## src/lpc_params.svh

```systemverilog
// How it works
// RL1 - clock monitor disabled: a crystal clock failure in wait is ignored
// RL2 - monitor on, self-clock off: failure in wait gives immediate clock monitor reset
// RL3 - self-clock on, irq off: stay in wait, keep PLL and regulator, start check
// RL4 - quality check passes 4096 crystal cycles after failure clears, self-clock ends
// RL5 - after recovery in wait the PLL is off only with pll_off_in_wait
// RL6 - wakeup or external reset after recovery leaves wait on the crystal clock
// RL7 - quality checks repeat without limit while the crystal clock stays absent
// RL8 - leaving wait with a bad clock stays in self-clock mode on vco minimum
// RL9 - all enables set: failure raises the self-clock wakeup and leaves wait
// RL10 - stop gates clocks per pseudo-stop bits, oscillator off unless pseudo-stop
// RL11 - counters and dividers hold their value in stop, never reinitialised
// RL12 - tick and watchdog keep running in pseudo-stop when their bits are set
// RL13 - stop entry asks the regulator and other units for power saving
// RL14 - stop entry: clear PLL select, PLL off, core clock off, system clocks off
// RL15 - pseudo-stop from self-clock keeps checking, PLL and regulator stay on
// RL16 - full stop from self-clock aborts the running quality check
// RL17 - after full stop from self-clock a complete check starts on exit
// RL18 - stop exit leaves PLL select cleared; software sets it again
// RL19 - core holds its wait or stop request until clocks are reported off
`ifndef LPC_PARAMS_SVH
`define LPC_PARAMS_SVH
// ----------------------------------------
// register map (byte addresses)
// ----------------------------------------
`define LPC_A_CTRL 5'h00
`define LPC_A_STATUS 5'h04
`define LPC_A_IRQ_STAT 5'h08
`define LPC_A_IRQ_CLR 5'h0c
`define LPC_A_IRQ_EN 5'h10
`define LPC_CTRL_RST 8'h03
`define LPC_IRQ_EN_RST 3'h0
// ----------------------------------------
// control bit positions
// ----------------------------------------
`define LPC_B_CME 0
`define LPC_B_SELF_CLOCK_MODE_ENABLE 1
`define LPC_B_SELF_CLOCK_IRQ_ENABLE 2
`define LPC_B_PLLOFF 3
`define LPC_B_PSTOP 4
`define LPC_B_TICK 5
`define LPC_B_WDOG 6
`define LPC_B_PLL_CLOCK_SELECT 7
// ----------------------------------------
// interrupt bits and timing
// ----------------------------------------
`define LPC_I_SCM 0
`define LPC_I_GOOD 1
`define LPC_I_CMRST 2
`define LPC_OK_CYCLES 4096
`define LPC_SYNC_RST 3'h4
`endif

```

## src/lpc_pkg.sv

```systemverilog
`default_nettype none
package lpc_pkg;
	typedef enum logic [2:0] {
		LPC_S_RUN, LPC_S_STOP_PLL_CLOCK_SELECT, LPC_S_STOP_PLL, LPC_S_STOP_CORE,
		LPC_S_STOP_SYS, LPC_S_STOP, LPC_S_WAIT
	} lpc_state_t;
	typedef enum logic [1:0] {LPC_SRC_CRYSTAL, LPC_SRC_PLL, LPC_SRC_VCO_MIN} lpc_src_t;
endpackage
`default_nettype wire

```

## src/lpc_qc_if.sv

```systemverilog
`timescale 1ns/1ps
`default_nettype none
interface lpc_qc_if;
	logic start;
	logic abort;
	logic cm_fail;
	logic osc_lvl;
	logic busy;
	logic good;
	modport ctl(output start, abort, cm_fail, osc_lvl, input busy, good);
	modport chk(input start, abort, cm_fail, osc_lvl, output busy, good);
endinterface // lpc_qc_if
`default_nettype wire

```

## src/lpc_qual.sv

```systemverilog
`timescale 1ns/1ps
`default_nettype none
`include "lpc_params.svh"
module lpc_qual #(
	parameter int OK_CYCLES = `LPC_OK_CYCLES
) (
	input wire logic clk, // system clock
	input wire logic rst_n, // async reset, low
	lpc_qc_if.chk qc // check control
);
	import lpc_pkg::*;
	localparam int CW = $clog2(OK_CYCLES + 1);
	logic [CW-1:0] cnt_reg;
	logic osc_d_reg;
	logic run_reg;
	logic good_reg;
	logic osc_rise;
	logic last;

	// crystal edge seen on the filtered level
	assign osc_rise = qc.osc_lvl & ~osc_d_reg;
	assign last = run_reg & ~qc.cm_fail & osc_rise & (cnt_reg == CW'(OK_CYCLES - 1));
	assign qc.busy = run_reg;
	assign qc.good = good_reg;

	// edge detector history
	always_ff @(posedge clk or negedge rst_n) begin
		if (!rst_n) begin
			osc_d_reg <= 1'b0;
		end else begin
			osc_d_reg <= qc.osc_lvl;
		end
	end

	// check runs from start until pass or abort
	always_ff @(posedge clk or negedge rst_n) begin
		if (!rst_n) begin
			run_reg <= 1'b0;
		end else if (qc.start) begin
			run_reg <= 1'b1;
		end else if (qc.abort || last) begin
			run_reg <= 1'b0; // RL16
		end
	end

	// crystal cycle counter, restarted while the monitor reports failure
	always_ff @(posedge clk or negedge rst_n) begin
		if (!rst_n) begin
			cnt_reg <= '0;
		end else if (qc.start) begin
			cnt_reg <= '0; // RL17
		end else if (run_reg && qc.cm_fail) begin
			cnt_reg <= '0; // RL7
		end else if (run_reg && osc_rise) begin
			cnt_reg <= cnt_reg + 1'b1; // RL4
		end
		// an aborted check keeps its count frozen (RL11)
	end

	// one-cycle pass pulse
	always_ff @(posedge clk or negedge rst_n) begin
		if (!rst_n) begin
			good_reg <= 1'b0;
		end else begin
			good_reg <= last; // RL4
		end
	end

	a_qc_pass_ends: assert property (@(posedge clk) disable iff (!rst_n)
		qc.good |-> !run_reg || $past(qc.start)) else $error("check still busy after pass"); // RL4
endmodule // lpc_qual
`default_nettype wire

```

## src/lpc_top.sv

```systemverilog
`timescale 1ns/1ps
`default_nettype none
`include "lpc_params.svh"
module lpc_top #(
	parameter int OK_CYCLES = `LPC_OK_CYCLES
) (
	input wire logic MCLK, // system clock 100 MHz
	input wire logic NRST, // async reset, low
	input wire logic WB_CYC_I, // bus cycle
	input wire logic WB_STB_I, // bus strobe
	input wire logic WB_WE_I, // write enable
	input wire logic [3:0] WB_SEL_I, // byte lanes
	input wire logic [4:0] WB_ADR_I, // byte address
	input wire logic [31:0] WB_DAT_I, // write data
	output logic [31:0] WB_DAT_O, // read data
	output logic WB_ACK_O, // bus ack
	input wire logic WAIT_REQ, // core asks for wait
	input wire logic STOP_REQ, // core asks for stop
	input wire logic WAKE_IRQ, // other wakeup interrupt
	input wire logic CM_FAIL, // clock monitor failure pin
	input wire logic OSC_CLK, // crystal clock sampled
	input wire logic EXT_RST_N, // external reset pin, low
	output logic CLOCKS_OFF, // wait or stop active
	output logic CORE_CLK_EN, // core clock gate
	output logic SYS_CLK_EN, // system clock gate
	output logic PLL_EN, // pll power
	output logic OSC_EN, // oscillator enable
	output logic VOLTAGE_REGULATOR_EN, // regulator full power
	output logic LP_REQ, // power saving request to units
	output logic TICK_EN, // periodic tick clock gate
	output logic WDOG_EN, // watchdog clock gate
	output var lpc_pkg::lpc_src_t SYS_SRC, // system clock source
	output logic CM_RESET, // clock monitor reset pulse
	output logic RESET_SEQ, // start reset sequence pulse
	output logic IRQ // interrupt, high level
);
	import lpc_pkg::*;

	// ----------------------------------------
	// declarations
	// ----------------------------------------
	lpc_state_t state_reg, state_next;
	logic [2:0] s1_reg, s2_reg, s3_reg, filt_reg, filt_d_reg;
	logic [7:0] ctrl_reg;
	logic [2:0] irq_stat_reg, irq_en_reg, irq_ev;
	logic scm_reg, scm_next, pend_reg, ack_reg;
	logic wait_rise, stop_rise, wait_d_reg, stop_d_reg;
	logic fail_evt, rst_evt, fail_act, cm_rst_go, scm_go, wake_go;
	logic in_wait, in_stop, pstop, stop_entry, stop_exit;
	logic wb_req, wb_wr;
	logic [31:0] rd_data;
	lpc_qc_if qc();

	// true for stop and wait, the states that report clocks off
	function automatic logic sys_gated(input lpc_state_t s);
		return (s == LPC_S_STOP) || (s == LPC_S_WAIT);
	endfunction

	// true for the stop sequence and stop itself
	function automatic logic stopping(input lpc_state_t s);
		return (s != LPC_S_RUN) && (s != LPC_S_WAIT);
	endfunction

	// ----------------------------------------
	// pin synchronisers
	// ----------------------------------------
	// three stages, a change counts once stages two and three agree
	always_ff @(posedge MCLK or negedge NRST) begin
		if (!NRST) begin
			s1_reg <= `LPC_SYNC_RST;
			s2_reg <= `LPC_SYNC_RST;
			s3_reg <= `LPC_SYNC_RST;
			filt_reg <= `LPC_SYNC_RST;
			filt_d_reg <= `LPC_SYNC_RST;
		end else begin
			s1_reg <= {EXT_RST_N, OSC_CLK, CM_FAIL};
			s2_reg <= s1_reg;
			s3_reg <= s2_reg;
			for (int i = 0; i < 3; i++) begin
				if (s2_reg[i] == s3_reg[i]) begin
					filt_reg[i] <= s3_reg[i];
				end
			end
			filt_d_reg <= filt_reg;
		end
	end

	// core request edges; the core holds a request until clocks are off
	always_ff @(posedge MCLK or negedge NRST) begin
		if (!NRST) begin
			wait_d_reg <= 1'b0;
			stop_d_reg <= 1'b0;
		end else begin
			wait_d_reg <= WAIT_REQ;
			stop_d_reg <= STOP_REQ;
		end
	end

	// ----------------------------------------
	// event decode
	// ----------------------------------------
	assign wait_rise = WAIT_REQ & ~wait_d_reg; // RL19
	assign stop_rise = STOP_REQ & ~stop_d_reg; // RL19
	assign fail_evt = filt_reg[0] & ~filt_d_reg[0];
	assign rst_evt = ~filt_reg[2] & filt_d_reg[2];
	assign in_wait = state_reg == LPC_S_WAIT;
	assign in_stop = state_reg == LPC_S_STOP;
	assign pstop = ctrl_reg[`LPC_B_PSTOP];
	// the monitor is blind without enable and in full stop
	assign fail_act = fail_evt & ctrl_reg[`LPC_B_CME] & ~(stopping(state_reg) & ~pstop); // RL1
	assign cm_rst_go = fail_act & ~ctrl_reg[`LPC_B_SELF_CLOCK_MODE_ENABLE]; // RL2
	assign scm_go = fail_act & ctrl_reg[`LPC_B_SELF_CLOCK_MODE_ENABLE]; // RL3
	// self-clock event only wakes when its interrupt is enabled
	assign wake_go = (in_wait | in_stop) & (WAKE_IRQ | rst_evt | (scm_go & ctrl_reg[`LPC_B_SELF_CLOCK_IRQ_ENABLE])); // RL6 RL9
	assign stop_entry = (state_next == LPC_S_STOP) & ~in_stop;
	assign stop_exit = in_stop & (state_next == LPC_S_RUN);
	assign scm_next = scm_go | (scm_reg & ~qc.good); // RL4

	// ----------------------------------------
	// mode sequencer
	// ----------------------------------------
	// next state, one step per cycle on stop entry
	always_comb begin
		state_next = state_reg;
		case (state_reg)
			LPC_S_RUN: begin
				if (cm_rst_go) begin
					state_next = LPC_S_RUN;
				end else if (stop_rise) begin
					state_next = LPC_S_STOP_PLL_CLOCK_SELECT; // RL14
				end else if (wait_rise) begin
					state_next = LPC_S_WAIT;
				end
			end
			LPC_S_STOP_PLL_CLOCK_SELECT: state_next = LPC_S_STOP_PLL; // RL14
			LPC_S_STOP_PLL: state_next = LPC_S_STOP_CORE; // RL14
			LPC_S_STOP_CORE: state_next = LPC_S_STOP_SYS; // RL14
			LPC_S_STOP_SYS: state_next = LPC_S_STOP; // RL14
			LPC_S_STOP, LPC_S_WAIT: begin
				if (wake_go || cm_rst_go) begin
					state_next = LPC_S_RUN; // RL6 RL8 RL9
				end
			end
			default: state_next = LPC_S_RUN;
		endcase
	end

	// state register
	always_ff @(posedge MCLK or negedge NRST) begin
		if (!NRST) begin
			state_reg <= LPC_S_RUN;
		end else begin
			state_reg <= state_next;
		end
	end

	// self-clock mode; entry wins over a pass in the same cycle
	always_ff @(posedge MCLK or negedge NRST) begin
		if (!NRST) begin
			scm_reg <= 1'b0;
		end else begin
			scm_reg <= scm_next; // RL3 RL4 RL8
		end
	end

	// full stop from self-clock owes a complete check on exit
	always_ff @(posedge MCLK or negedge NRST) begin
		if (!NRST) begin
			pend_reg <= 1'b0;
		end else if (stop_entry && !pstop && scm_reg) begin
			pend_reg <= 1'b1; // RL17
		end else if (stop_exit) begin
			pend_reg <= 1'b0;
		end
	end

	// ----------------------------------------
	// quality checker
	// ----------------------------------------
	assign qc.start = scm_go | (stop_exit & pend_reg); // RL3 RL17
	assign qc.abort = stop_entry & ~pstop & scm_reg; // RL16
	assign qc.cm_fail = filt_reg[0]; // RL7
	assign qc.osc_lvl = filt_reg[1];

	lpc_qual #(
		.OK_CYCLES(OK_CYCLES)
	) u_qual (
		.clk(MCLK),
		.rst_n(NRST),
		.qc(qc)
	);

	// ----------------------------------------
	// clock and power outputs
	// ----------------------------------------
	// gates follow the next state so each output is a flop
	always_ff @(posedge MCLK or negedge NRST) begin
		if (!NRST) begin
			CLOCKS_OFF <= 1'b0;
			CORE_CLK_EN <= 1'b1;
			SYS_CLK_EN <= 1'b1;
		end else begin
			CLOCKS_OFF <= sys_gated(state_next);
			CORE_CLK_EN <= !(sys_gated(state_next) || state_next == LPC_S_STOP_SYS
				|| state_next == LPC_S_STOP_CORE); // RL14
			SYS_CLK_EN <= !(sys_gated(state_next) || state_next == LPC_S_STOP_SYS); // RL14
		end
	end

	// pll and regulator; self-clock keeps them up except in full stop
	always_ff @(posedge MCLK or negedge NRST) begin
		if (!NRST) begin
			PLL_EN <= 1'b1;
			VOLTAGE_REGULATOR_EN <= 1'b1;
			LP_REQ <= 1'b0;
		end else begin
			if (scm_next && !(stopping(state_next) && !pstop)) begin
				PLL_EN <= 1'b1; // RL3 RL15
			end else if (state_next == LPC_S_WAIT) begin
				PLL_EN <= !ctrl_reg[`LPC_B_PLLOFF]; // RL5
			end else begin
				PLL_EN <= !(stopping(state_next) && state_next != LPC_S_STOP_PLL_CLOCK_SELECT); // RL14
			end
			VOLTAGE_REGULATOR_EN <= !(state_next == LPC_S_STOP && !(scm_next && pstop)); // RL13 RL15
			LP_REQ <= state_next == LPC_S_STOP; // RL13
		end
	end

	// oscillator, tick and watchdog gating in stop
	always_ff @(posedge MCLK or negedge NRST) begin
		if (!NRST) begin
			OSC_EN <= 1'b1;
			TICK_EN <= 1'b1;
			WDOG_EN <= 1'b1;
		end else begin
			OSC_EN <= !(state_next == LPC_S_STOP && !pstop); // RL10
			TICK_EN <= state_next != LPC_S_STOP || (pstop && ctrl_reg[`LPC_B_TICK]); // RL10 RL12
			WDOG_EN <= state_next != LPC_S_STOP || (pstop && ctrl_reg[`LPC_B_WDOG]); // RL10 RL12
		end
	end

	// system clock source
	always_ff @(posedge MCLK or negedge NRST) begin
		if (!NRST) begin
			SYS_SRC <= LPC_SRC_CRYSTAL;
		end else if (scm_next) begin
			SYS_SRC <= LPC_SRC_VCO_MIN; // RL8
		end else if (ctrl_reg[`LPC_B_PLL_CLOCK_SELECT] && !stopping(state_next) && state_next != LPC_S_WAIT) begin
			SYS_SRC <= LPC_SRC_PLL;
		end else begin
			SYS_SRC <= LPC_SRC_CRYSTAL; // RL6
		end
	end

	// reset requests, one cycle each
	always_ff @(posedge MCLK or negedge NRST) begin
		if (!NRST) begin
			CM_RESET <= 1'b0;
			RESET_SEQ <= 1'b0;
		end else begin
			CM_RESET <= cm_rst_go; // RL2
			RESET_SEQ <= cm_rst_go || rst_evt; // RL2 RL6
		end
	end

	// ----------------------------------------
	// registers and interrupt
	// ----------------------------------------
	assign wb_req = WB_CYC_I & WB_STB_I & ~ack_reg;
	assign wb_wr = WB_CYC_I & WB_STB_I & ack_reg & WB_WE_I & WB_SEL_I[0]; // write lands where ack is seen
	assign irq_ev = {cm_rst_go, qc.good, scm_go};

	// control; hardware clears of pll select win over software
	always_ff @(posedge MCLK or negedge NRST) begin
		if (!NRST) begin
			ctrl_reg <= `LPC_CTRL_RST;
		end else begin
			if (wb_wr && WB_ADR_I == `LPC_A_CTRL) begin
				ctrl_reg <= WB_DAT_I[7:0];
			end
			if (state_next == LPC_S_STOP_PLL_CLOCK_SELECT || scm_go
				|| (state_next == LPC_S_WAIT && ctrl_reg[`LPC_B_PLLOFF])) begin
				ctrl_reg[`LPC_B_PLL_CLOCK_SELECT] <= 1'b0; // RL14 RL18
			end
		end
	end

	// sticky status, set wins over clear; enable mask
	always_ff @(posedge MCLK or negedge NRST) begin
		if (!NRST) begin
			irq_stat_reg <= '0;
			irq_en_reg <= `LPC_IRQ_EN_RST;
		end else begin
			if (wb_wr && WB_ADR_I == `LPC_A_IRQ_CLR) begin
				irq_stat_reg <= (irq_stat_reg & ~WB_DAT_I[2:0]) | irq_ev; // RL3 RL9
			end else begin
				irq_stat_reg <= irq_stat_reg | irq_ev; // RL3 RL9
			end
			if (wb_wr && WB_ADR_I == `LPC_A_IRQ_EN) begin
				irq_en_reg <= WB_DAT_I[2:0];
			end
		end
	end

	// read mux, unmapped and write-only read zero
	always_comb begin
		case (WB_ADR_I)
			`LPC_A_CTRL: rd_data = {24'h0, ctrl_reg};
			`LPC_A_STATUS: rd_data = {24'h0, CLOCKS_OFF, OSC_EN, PLL_EN, qc.busy, scm_reg, state_reg};
			`LPC_A_IRQ_STAT: rd_data = {29'h0, irq_stat_reg};
			`LPC_A_IRQ_EN: rd_data = {29'h0, irq_en_reg};
			default: rd_data = 32'h0;
		endcase
	end

	// bus answer one cycle after the request
	always_ff @(posedge MCLK or negedge NRST) begin
		if (!NRST) begin
			ack_reg <= 1'b0;
			WB_ACK_O <= 1'b0;
			WB_DAT_O <= 32'h0;
			IRQ <= 1'b0;
		end else begin
			ack_reg <= wb_req;
			WB_ACK_O <= wb_req;
			WB_DAT_O <= wb_req ? rd_data : 32'h0;
			IRQ <= |(irq_stat_reg & irq_en_reg);
		end
	end

	// ----------------------------------------
	// checks
	// ----------------------------------------
	a_fail_ignored: assert property (@(posedge MCLK) disable iff (!NRST) // RL1
		(fail_evt && !ctrl_reg[`LPC_B_CME]) |=> !CM_RESET && !$rose(scm_reg)) else $error("unmonitored failure acted on");
	a_cm_reset_now: assert property (@(posedge MCLK) disable iff (!NRST) // RL2
		(in_wait && fail_evt && ctrl_reg[`LPC_B_CME] && !ctrl_reg[`LPC_B_SELF_CLOCK_MODE_ENABLE]) |=> CM_RESET && RESET_SEQ)
		else $error("no clock monitor reset");
	a_scm_stays_wait: assert property (@(posedge MCLK) disable iff (!NRST) // RL3
		(in_wait && scm_go && !ctrl_reg[`LPC_B_SELF_CLOCK_IRQ_ENABLE] && !WAKE_IRQ && !rst_evt)
		|=> in_wait && scm_reg && PLL_EN && VOLTAGE_REGULATOR_EN && irq_stat_reg[`LPC_I_SCM]) else $error("self-clock wait wrong");
	a_scm_ends_good: assert property (@(posedge MCLK) disable iff (!NRST) // RL4
		(qc.good && !scm_go) |=> !scm_reg) else $error("self-clock kept after pass");
	a_pll_wait_off: assert property (@(posedge MCLK) disable iff (!NRST) // RL5
		(in_wait && !scm_reg && $past(in_wait && !scm_reg && ctrl_reg[`LPC_B_PLLOFF])) |-> !PLL_EN && VOLTAGE_REGULATOR_EN)
		else $error("pll not off in wait");
	a_wake_exit: assert property (@(posedge MCLK) disable iff (!NRST) // RL6
		(in_wait && WAKE_IRQ) |=> state_reg == LPC_S_RUN ##1 !CLOCKS_OFF) else $error("wait not left");
	a_scm_source: assert property (@(posedge MCLK) disable iff (!NRST) // RL8
		scm_reg |-> SYS_SRC == LPC_SRC_VCO_MIN) else $error("self-clock source wrong");
	a_stop_order: assert property (@(posedge MCLK) disable iff (!NRST) // RL14
		(state_reg == LPC_S_STOP_PLL_CLOCK_SELECT && !pstop) |-> !ctrl_reg[`LPC_B_PLL_CLOCK_SELECT] ##1 !PLL_EN && CORE_CLK_EN
		##1 !CORE_CLK_EN && SYS_CLK_EN ##1 !SYS_CLK_EN ##1 CLOCKS_OFF) else $error("stop order broken");
	a_full_stop_osc: assert property (@(posedge MCLK) disable iff (!NRST) // RL10
		(in_stop && $past(in_stop && !pstop)) |-> !OSC_EN && LP_REQ && !TICK_EN) else $error("full stop gating");
	a_check_abort: assert property (@(posedge MCLK) disable iff (!NRST) // RL16
		qc.abort |=> !qc.busy) else $error("check not aborted");
	c_scm_in_wait: cover property (@(posedge MCLK) disable iff (!NRST) in_wait && scm_go);
	c_full_stop: cover property (@(posedge MCLK) disable iff (!NRST) in_stop && !pstop);
	c_wake_scm: cover property (@(posedge MCLK) disable iff (!NRST) wake_go && scm_next);
endmodule // lpc_top
`default_nettype wire

```

## config.mk

```make
export PLATFORM = sky130hd
export DESIGN_NAME = lpc_top
export DESIGN_NICKNAME = d
export VERILOG_FILES = /design/src/lpc_pkg.sv /design/src/lpc_qc_if.sv /design/src/lpc_qual.sv /design/src/lpc_top.sv
export VERILOG_INCLUDE_DIRS = /design/src
export SDC_FILE = /design/constraint.sdc
export NUM_CORES = 1
export LEC_CHECK = 0
export BUFFER_PORTS_ARGS = -buffer_cell sky130_fd_sc_hd__buf_2
export CORE_UTILIZATION = 51
export CTS_CLUSTER_SIZE = 30
export DETAILED_ROUTE_END_ITERATION = 6
export PLACE_DENSITY = 0.79
export SLEW_MARGIN = 10
export SYNTH_ARGS = -nofsm -noshare
export SYNTH_HDL_FRONTEND = slang
export SYNTH_SLANG_ARGS = --single-unit
```

## constraint.sdc

```tcl
create_clock -name MCLK -period 2.5 [get_ports MCLK]
set_input_delay 0.125 -clock MCLK [delete_from_list [all_inputs] [get_ports MCLK]]
set_output_delay 0.125 -clock MCLK [all_outputs]
set_load 0.05 [all_outputs]
```

-- Yosys cells after proc, flatten, opt, wreduce, memory -nomap -nowiden
Index checks and enable logic that the tools add are counted.
- output and inout port bits: 47
- bits of input ports: 52
- bits in registers: 99
- logic and storage cells: 179
- equality and inequality tests: 23
- multiplexer cells: 21
- reduce and logical (&&, ||, !) cells: 51
- $add $sub $neg: 1
- bitwise logic cells: 48
- operators by type and width (operator ; count):
    13-bit two-way mux ; 3
    32-bit two-way mux ; 1
    8-bit one-hot mux with 4 select lines ; 1
    1-bit AND ; 26
    1-bit logical AND ; 20
    3-bit == test (second input constant) ; 6
    3-bit one-hot mux with 6 select lines ; 1
    3-bit two-way mux ; 5
    13-bit by 1-bit adder with 13-bit output (second input constant) ; 1
    13-bit by 12-bit == test with 1-bit output (second input constant) ; 1
    1-bit NOT ; 12
    5-bit by 4-bit == test with 1-bit output (second input constant) ; 2
    1-bit zero test ; 10
    1-bit logical OR ; 10
    3-bit by 2-bit == test with 1-bit output (second input constant) ; 3
    3-bit != test (second input constant) ; 3
    3-bit nonzero test ; 3
    1-bit two-way mux ; 8
    8-bit two-way mux ; 1
    3-bit AND ; 2
    3-bit by 1-bit == test with 1-bit output (second input constant) ; 2
    3-bit zero test ; 2
    3-bit OR ; 2
    2-bit nonzero test ; 3
    10 further kinds ; 16

-- Longest topological paths before layout
- depth after elaboration: 19
- depth in mapped cells: 7
- mapped depth without buffers: 6

-- Modules after synthesis
From an unflattened synthesis, not the netlist that was laid out.
- cells, all modules: 301
- area total of the unflattened synthesis: 3349.5 um^2
- by module, submodules not included (module ; seq. area each (um^2) ; area each (um^2) ; cells each ; instances):
    lpc_top ; 1443.9 ; 2543.7 ; 222 ; 1
    lpc_qual ; 400.4 ; 805.8 ; 79 ; 1

-- Least setup slack after synthesis
Ideal clock, no wire load.
- path kind: reg2reg
- start point: register state_reg[1]
- end point: register SYS_CLK_EN
- setup time: 88 ps
- data arrival time: 1876 ps
- path slack: 536 ps
- required time: 2412 ps
- period minus slack after synthesis: 1964 ps
- path buffers: 1
- stages on the path, launching flop included: 6
- path through: dfrtp_1 > buf_6 > or3_4 > or4b_4 > and3_4 > or3_1
- word-level cells in the longest chain between the ends: 16
- elaborated cells between the ends (all ways): 32
- classes of those cells: 10 x eq/ne; 5 x mux; 9 x bitwise; 8 x reduce/logical
- RTL lines (item ; line ; source):
    from (decl) ; lpc_top.sv:42 ; lpc_state_t state_reg, state_next;
    from (signal assigned) ; lpc_top.sv:153 ; state_reg <= state_next;
    3-bit != test or 3-bit nonzero test (tied branches) ; lpc_top.sv:61 ; return (s != LPC_S_RUN) && (s != LPC_S_WAIT);
    1-bit logical AND ; lpc_top.sv:61 ;
    1-bit AND ; lpc_top.sv:110 ; assign fail_act = fail_evt & ctrl_reg[`LPC_B_CME] & ~(stopping(state_reg) & ~pstop);
    1-bit NOT ; lpc_top.sv:110 ;
    1-bit AND ; lpc_top.sv:110 ;
    1-bit AND ; lpc_top.sv:112 ; assign scm_go = fail_act & ctrl_reg[`LPC_B_SELF_CLOCK_MODE_ENABLE];
    1-bit AND ; lpc_top.sv:114 ; assign wake_go = (in_wait | in_stop) & (WAKE_IRQ | rst_evt | (scm_go & ctrl_reg[`LPC_B_SELF_CLOCK_IRQ_ENABLE]) ...
    1-bit OR ; lpc_top.sv:114 ;
    1-bit AND ; lpc_top.sv:114 ;
    1-bit logical OR ; lpc_top.sv:140 ; if (wake_go || cm_rst_go) begin
    3-bit two-way mux ; lpc_top.sv:140 ;
    3-bit one-hot mux with 6 select lines * ; lpc_top.sv:125 ; case (state_reg)
    3-bit == test ; lpc_top.sv:56 ; return (s == LPC_S_STOP) || (s == LPC_S_WAIT);
    1-bit logical OR ; lpc_top.sv:56 ;
    1-bit logical OR * ; lpc_top.sv:206 ; SYS_CLK_EN <= !(sys_gated(state_next) || state_next == LPC_S_STOP_SYS);
    1-bit zero test * ; lpc_top.sv:206 ;
    to (signal assigned) ; lpc_top.sv:206 ;
    to (decl) ; lpc_top.sv:25 ; output logic SYS_CLK_EN,
Every way passes the cells marked *; elsewhere a longest branch is shown, timed or not.
A chain may end at the register's enable or synchronous reset.

-- Final worst setup path
- start point: register state_reg[0]
- end point: register SYS_CLK_EN
The elaborated chain is that of the path after synthesis.

==> qor.txt <==
die area: 6871 µm²
unrepaired setup endpoints after global routing: no
Ant. Diodes: 0
f_max: 440.0 MHz
CP Buf/Inv Count: 0
total grt overflow: 0
Synth area leaders: dfrtp_1 44%, dfstp_2 11%, buf_4 5.6%, nor2_1 4.0%, mux2_2 4.0%
CP Capture Type: flip-flop
headroom to the max-slew limit: 56.77%
Max IR drop VDD: 0.0007490 V
Setup Crit Path Kind: flip-flop to flip-flop
vias per cell: 5.439
# DRC: 0
CTS Buf Count: 9
GP Congestion: 0.8759
flops & latches, synth: 73
crit path DAT: 2540 ps
worst slew pin tran: 648.4 ps
worst hold margin: 26.78 ps
hold path startpoint: WB_DAT_I[4]
initial antenna violation count: 0
multi-input logic area: 1289 µm²
1st-iter DRT viols: 252
Worst Setup SP: state_reg[0]
clock period minus worst slack: 2273 ps
Hold WC Path Type: input port to flip-flop
Die Wd: 82.89 µm
DRT Pass-1 Iters: 4
# rows: 29
IO buf count: 47
asr flop ratio synth: 100.0%
number of synthesized flops with an enable pin: 0
Main synth FF type: dfrtp_1
Root Driver: clkbuf_8
leading area contributor after synthesis: dfrtp_1
first-pass GRT wire length: 10890 µm
pin count of the biggest net entering global routing: 46
Die Ht: 82.89 µm
Comb pwr share: 27.0%
post-CTS resize count: 0
Int Power: 2.338 mW
Final Hold Vio Count: 0
Critical Path, Cell by Cell: and4bb_2, a21oi_2, o21ai_0, nor3b_2, or3_1
Syn Std Cell Area: 3337 µm²
starting density of the core: 52.55%
Max Cap Violations: 0
Post-Route WL: 6354 µm
pre-CTS setup slack: 297.6 ps
status: completed
dpl hpwl: 4426 µm
CP Launch Type: flip-flop
total power: 3.554 mW
gr usage total: 20.39%
vias: 2404
clock skew: 13.03 ps
Synth top area share: 44.24%
period utilization: 90.91%
Reg power frac: 41.7%
deepest level of the CTS H-tree: 3
Pleak: 1.836 nW
synth-to-layout area growth: 16.27%
CTS tree: done
number of global-route vias before repair: 2262
clk_lat worst skew: 350 ps
Final ANT Viol Nets: 0
Clk pwr share: 31.3%
net switching power: 1.216 mW
Synth Warn #: 0
I/O pin count: 99
Cells after Synth: 298
register area share after synthesis: 55.27%
largest delay contributor family on the critical path: simple AND/OR/NAND/NOR gates
Post-CTS Setup Bufs: 0
count leader, synth: dfrtp_1
Yosys cell types: 56
# setup viols final: 0
Nets: 413
Final WS setup: 227.4 ps
syn avg cell area: 11.20 µm²
max-slew violation count: 0
Avg WL per Cell: 14.38 µm
worst-path fanout max: 15
Core Area: 6350 µm²
R2R Setup Slk: 230 ps
r2r startpoint: state_reg[0]
max reg flops: 13
share of post-route cells with drive strength above 1: 29.32%
post-route setup TNS: 0 ps
Worst path slowest cell: dfrtp_1
Sink Count: 73
Filler cells: 531
Power Dens Cells: 916.1 nW/µm²
top cells by count, synth: 59 x dfrtp_1, 36 x nor2_1, 25 x buf_4, 22 x nand2_1, 14 x dfstp_2
Switching Fraction: 34.22%
Finished Layout Cells: 442
CTS Buffer Depth: 2
placed insts: 417
clock slew at reported path FFs: 70 ps
CP peak stage delay: 670 ps
critical path required time: 2770 ps
register area: 1844 µm²
## worst reg2reg max path: cells and delay by family, from the launching register on
family | cells | cell delay, ps
flip-flops | 1 | 670
AND/OR/NAND/NOR | 3 | 890
AO/OA/AOI/OAI | 2 | 640
## cell families after synthesis
kind of cell	after synthesis	synth area share [%]
simple gates	103	16.35
flops	73	55.27
compound gates	51	10.80
buf+inv	41	8.699
mux	13	4.349
xor+xnor	12	3.150
fa+ha+maj	4	1.275
other cells	1	0.1124
## layout make-up
| cell class | instances | share of cell area, % |
|---|---|---|
| Sequential cell | 73 | 47.53 |
| Multi-Input combinational cell | 207 | 33.22 |
| Timing Repair Buffer | 61 | 9.674 |
| Clock buffer | 11 | 3.644 |
| Clock inverter | 5 | 2.677 |
| Tap cell | 77 | 2.483 |
| Inverter | 8 | 0.7739 |
## power by group through the flow
stage               clock (mW)  sequential (mW)  combinational (mW)
finish                    1.11             1.48               0.960
global route              1.22             1.49                1.04
CTS                       1.14             1.48               0.955
detailed placement           0             1.49               0.935
global placement             0             1.49               0.920
floorplan                    0             1.67               0.612
## per-layer routing
layer	GRT usage [%]	vias up	wire length, µm
li1	-	1134	-
met1	28.49	1167	2882
met2	29.51	87	2931
met3	5.268	16	375
met4	10.34	0	164
met5	0	-	0
## layout by cell type (no fill, tap or decap), types with 8 or more instances in the layout
cell	Yosys	layout
a21oi_1	8	8
buf_2	0	47
clkbuf_8	2	10
conb_1	1	24
dfrtp_1	59	59
dfstp_2	14	14
dlygate4sd3_1	0	9
inv_1	8	8
mux2_2	12	12
nand2_1	22	22
nand3_1	8	8
nor2_1	36	36
xor2_1	9	9
## worst paths after layout
check,end,depth (start not counted)
min in group asynchronous,s1_reg[0],2
max in group asynchronous,WDOG_EN,3
worst min-delay path,ctrl_reg[4],2
worst max register to register,SYS_CLK_EN,5
worst max-delay path,SYS_CLK_EN,5
worst min register to register,s2_reg[1],0
## through the flow
stage / area, µm² / utilization, %
final: 3880 / 61.10
after global routing: 3880 / 61.10
after CTS: 3880 / 61.10
after detailed placement: 3545 / 55.82
after global placement: 3545 / 55.82
after floorplan: 3423 / -
## what timing repair did
action                                  4_1_cts  5_1_grt
hold buffers                                  9        0
hold endpoints to repair                     29        0
endpoints found under the setup margin        0        0
Power figures use the tool's default switching activity.
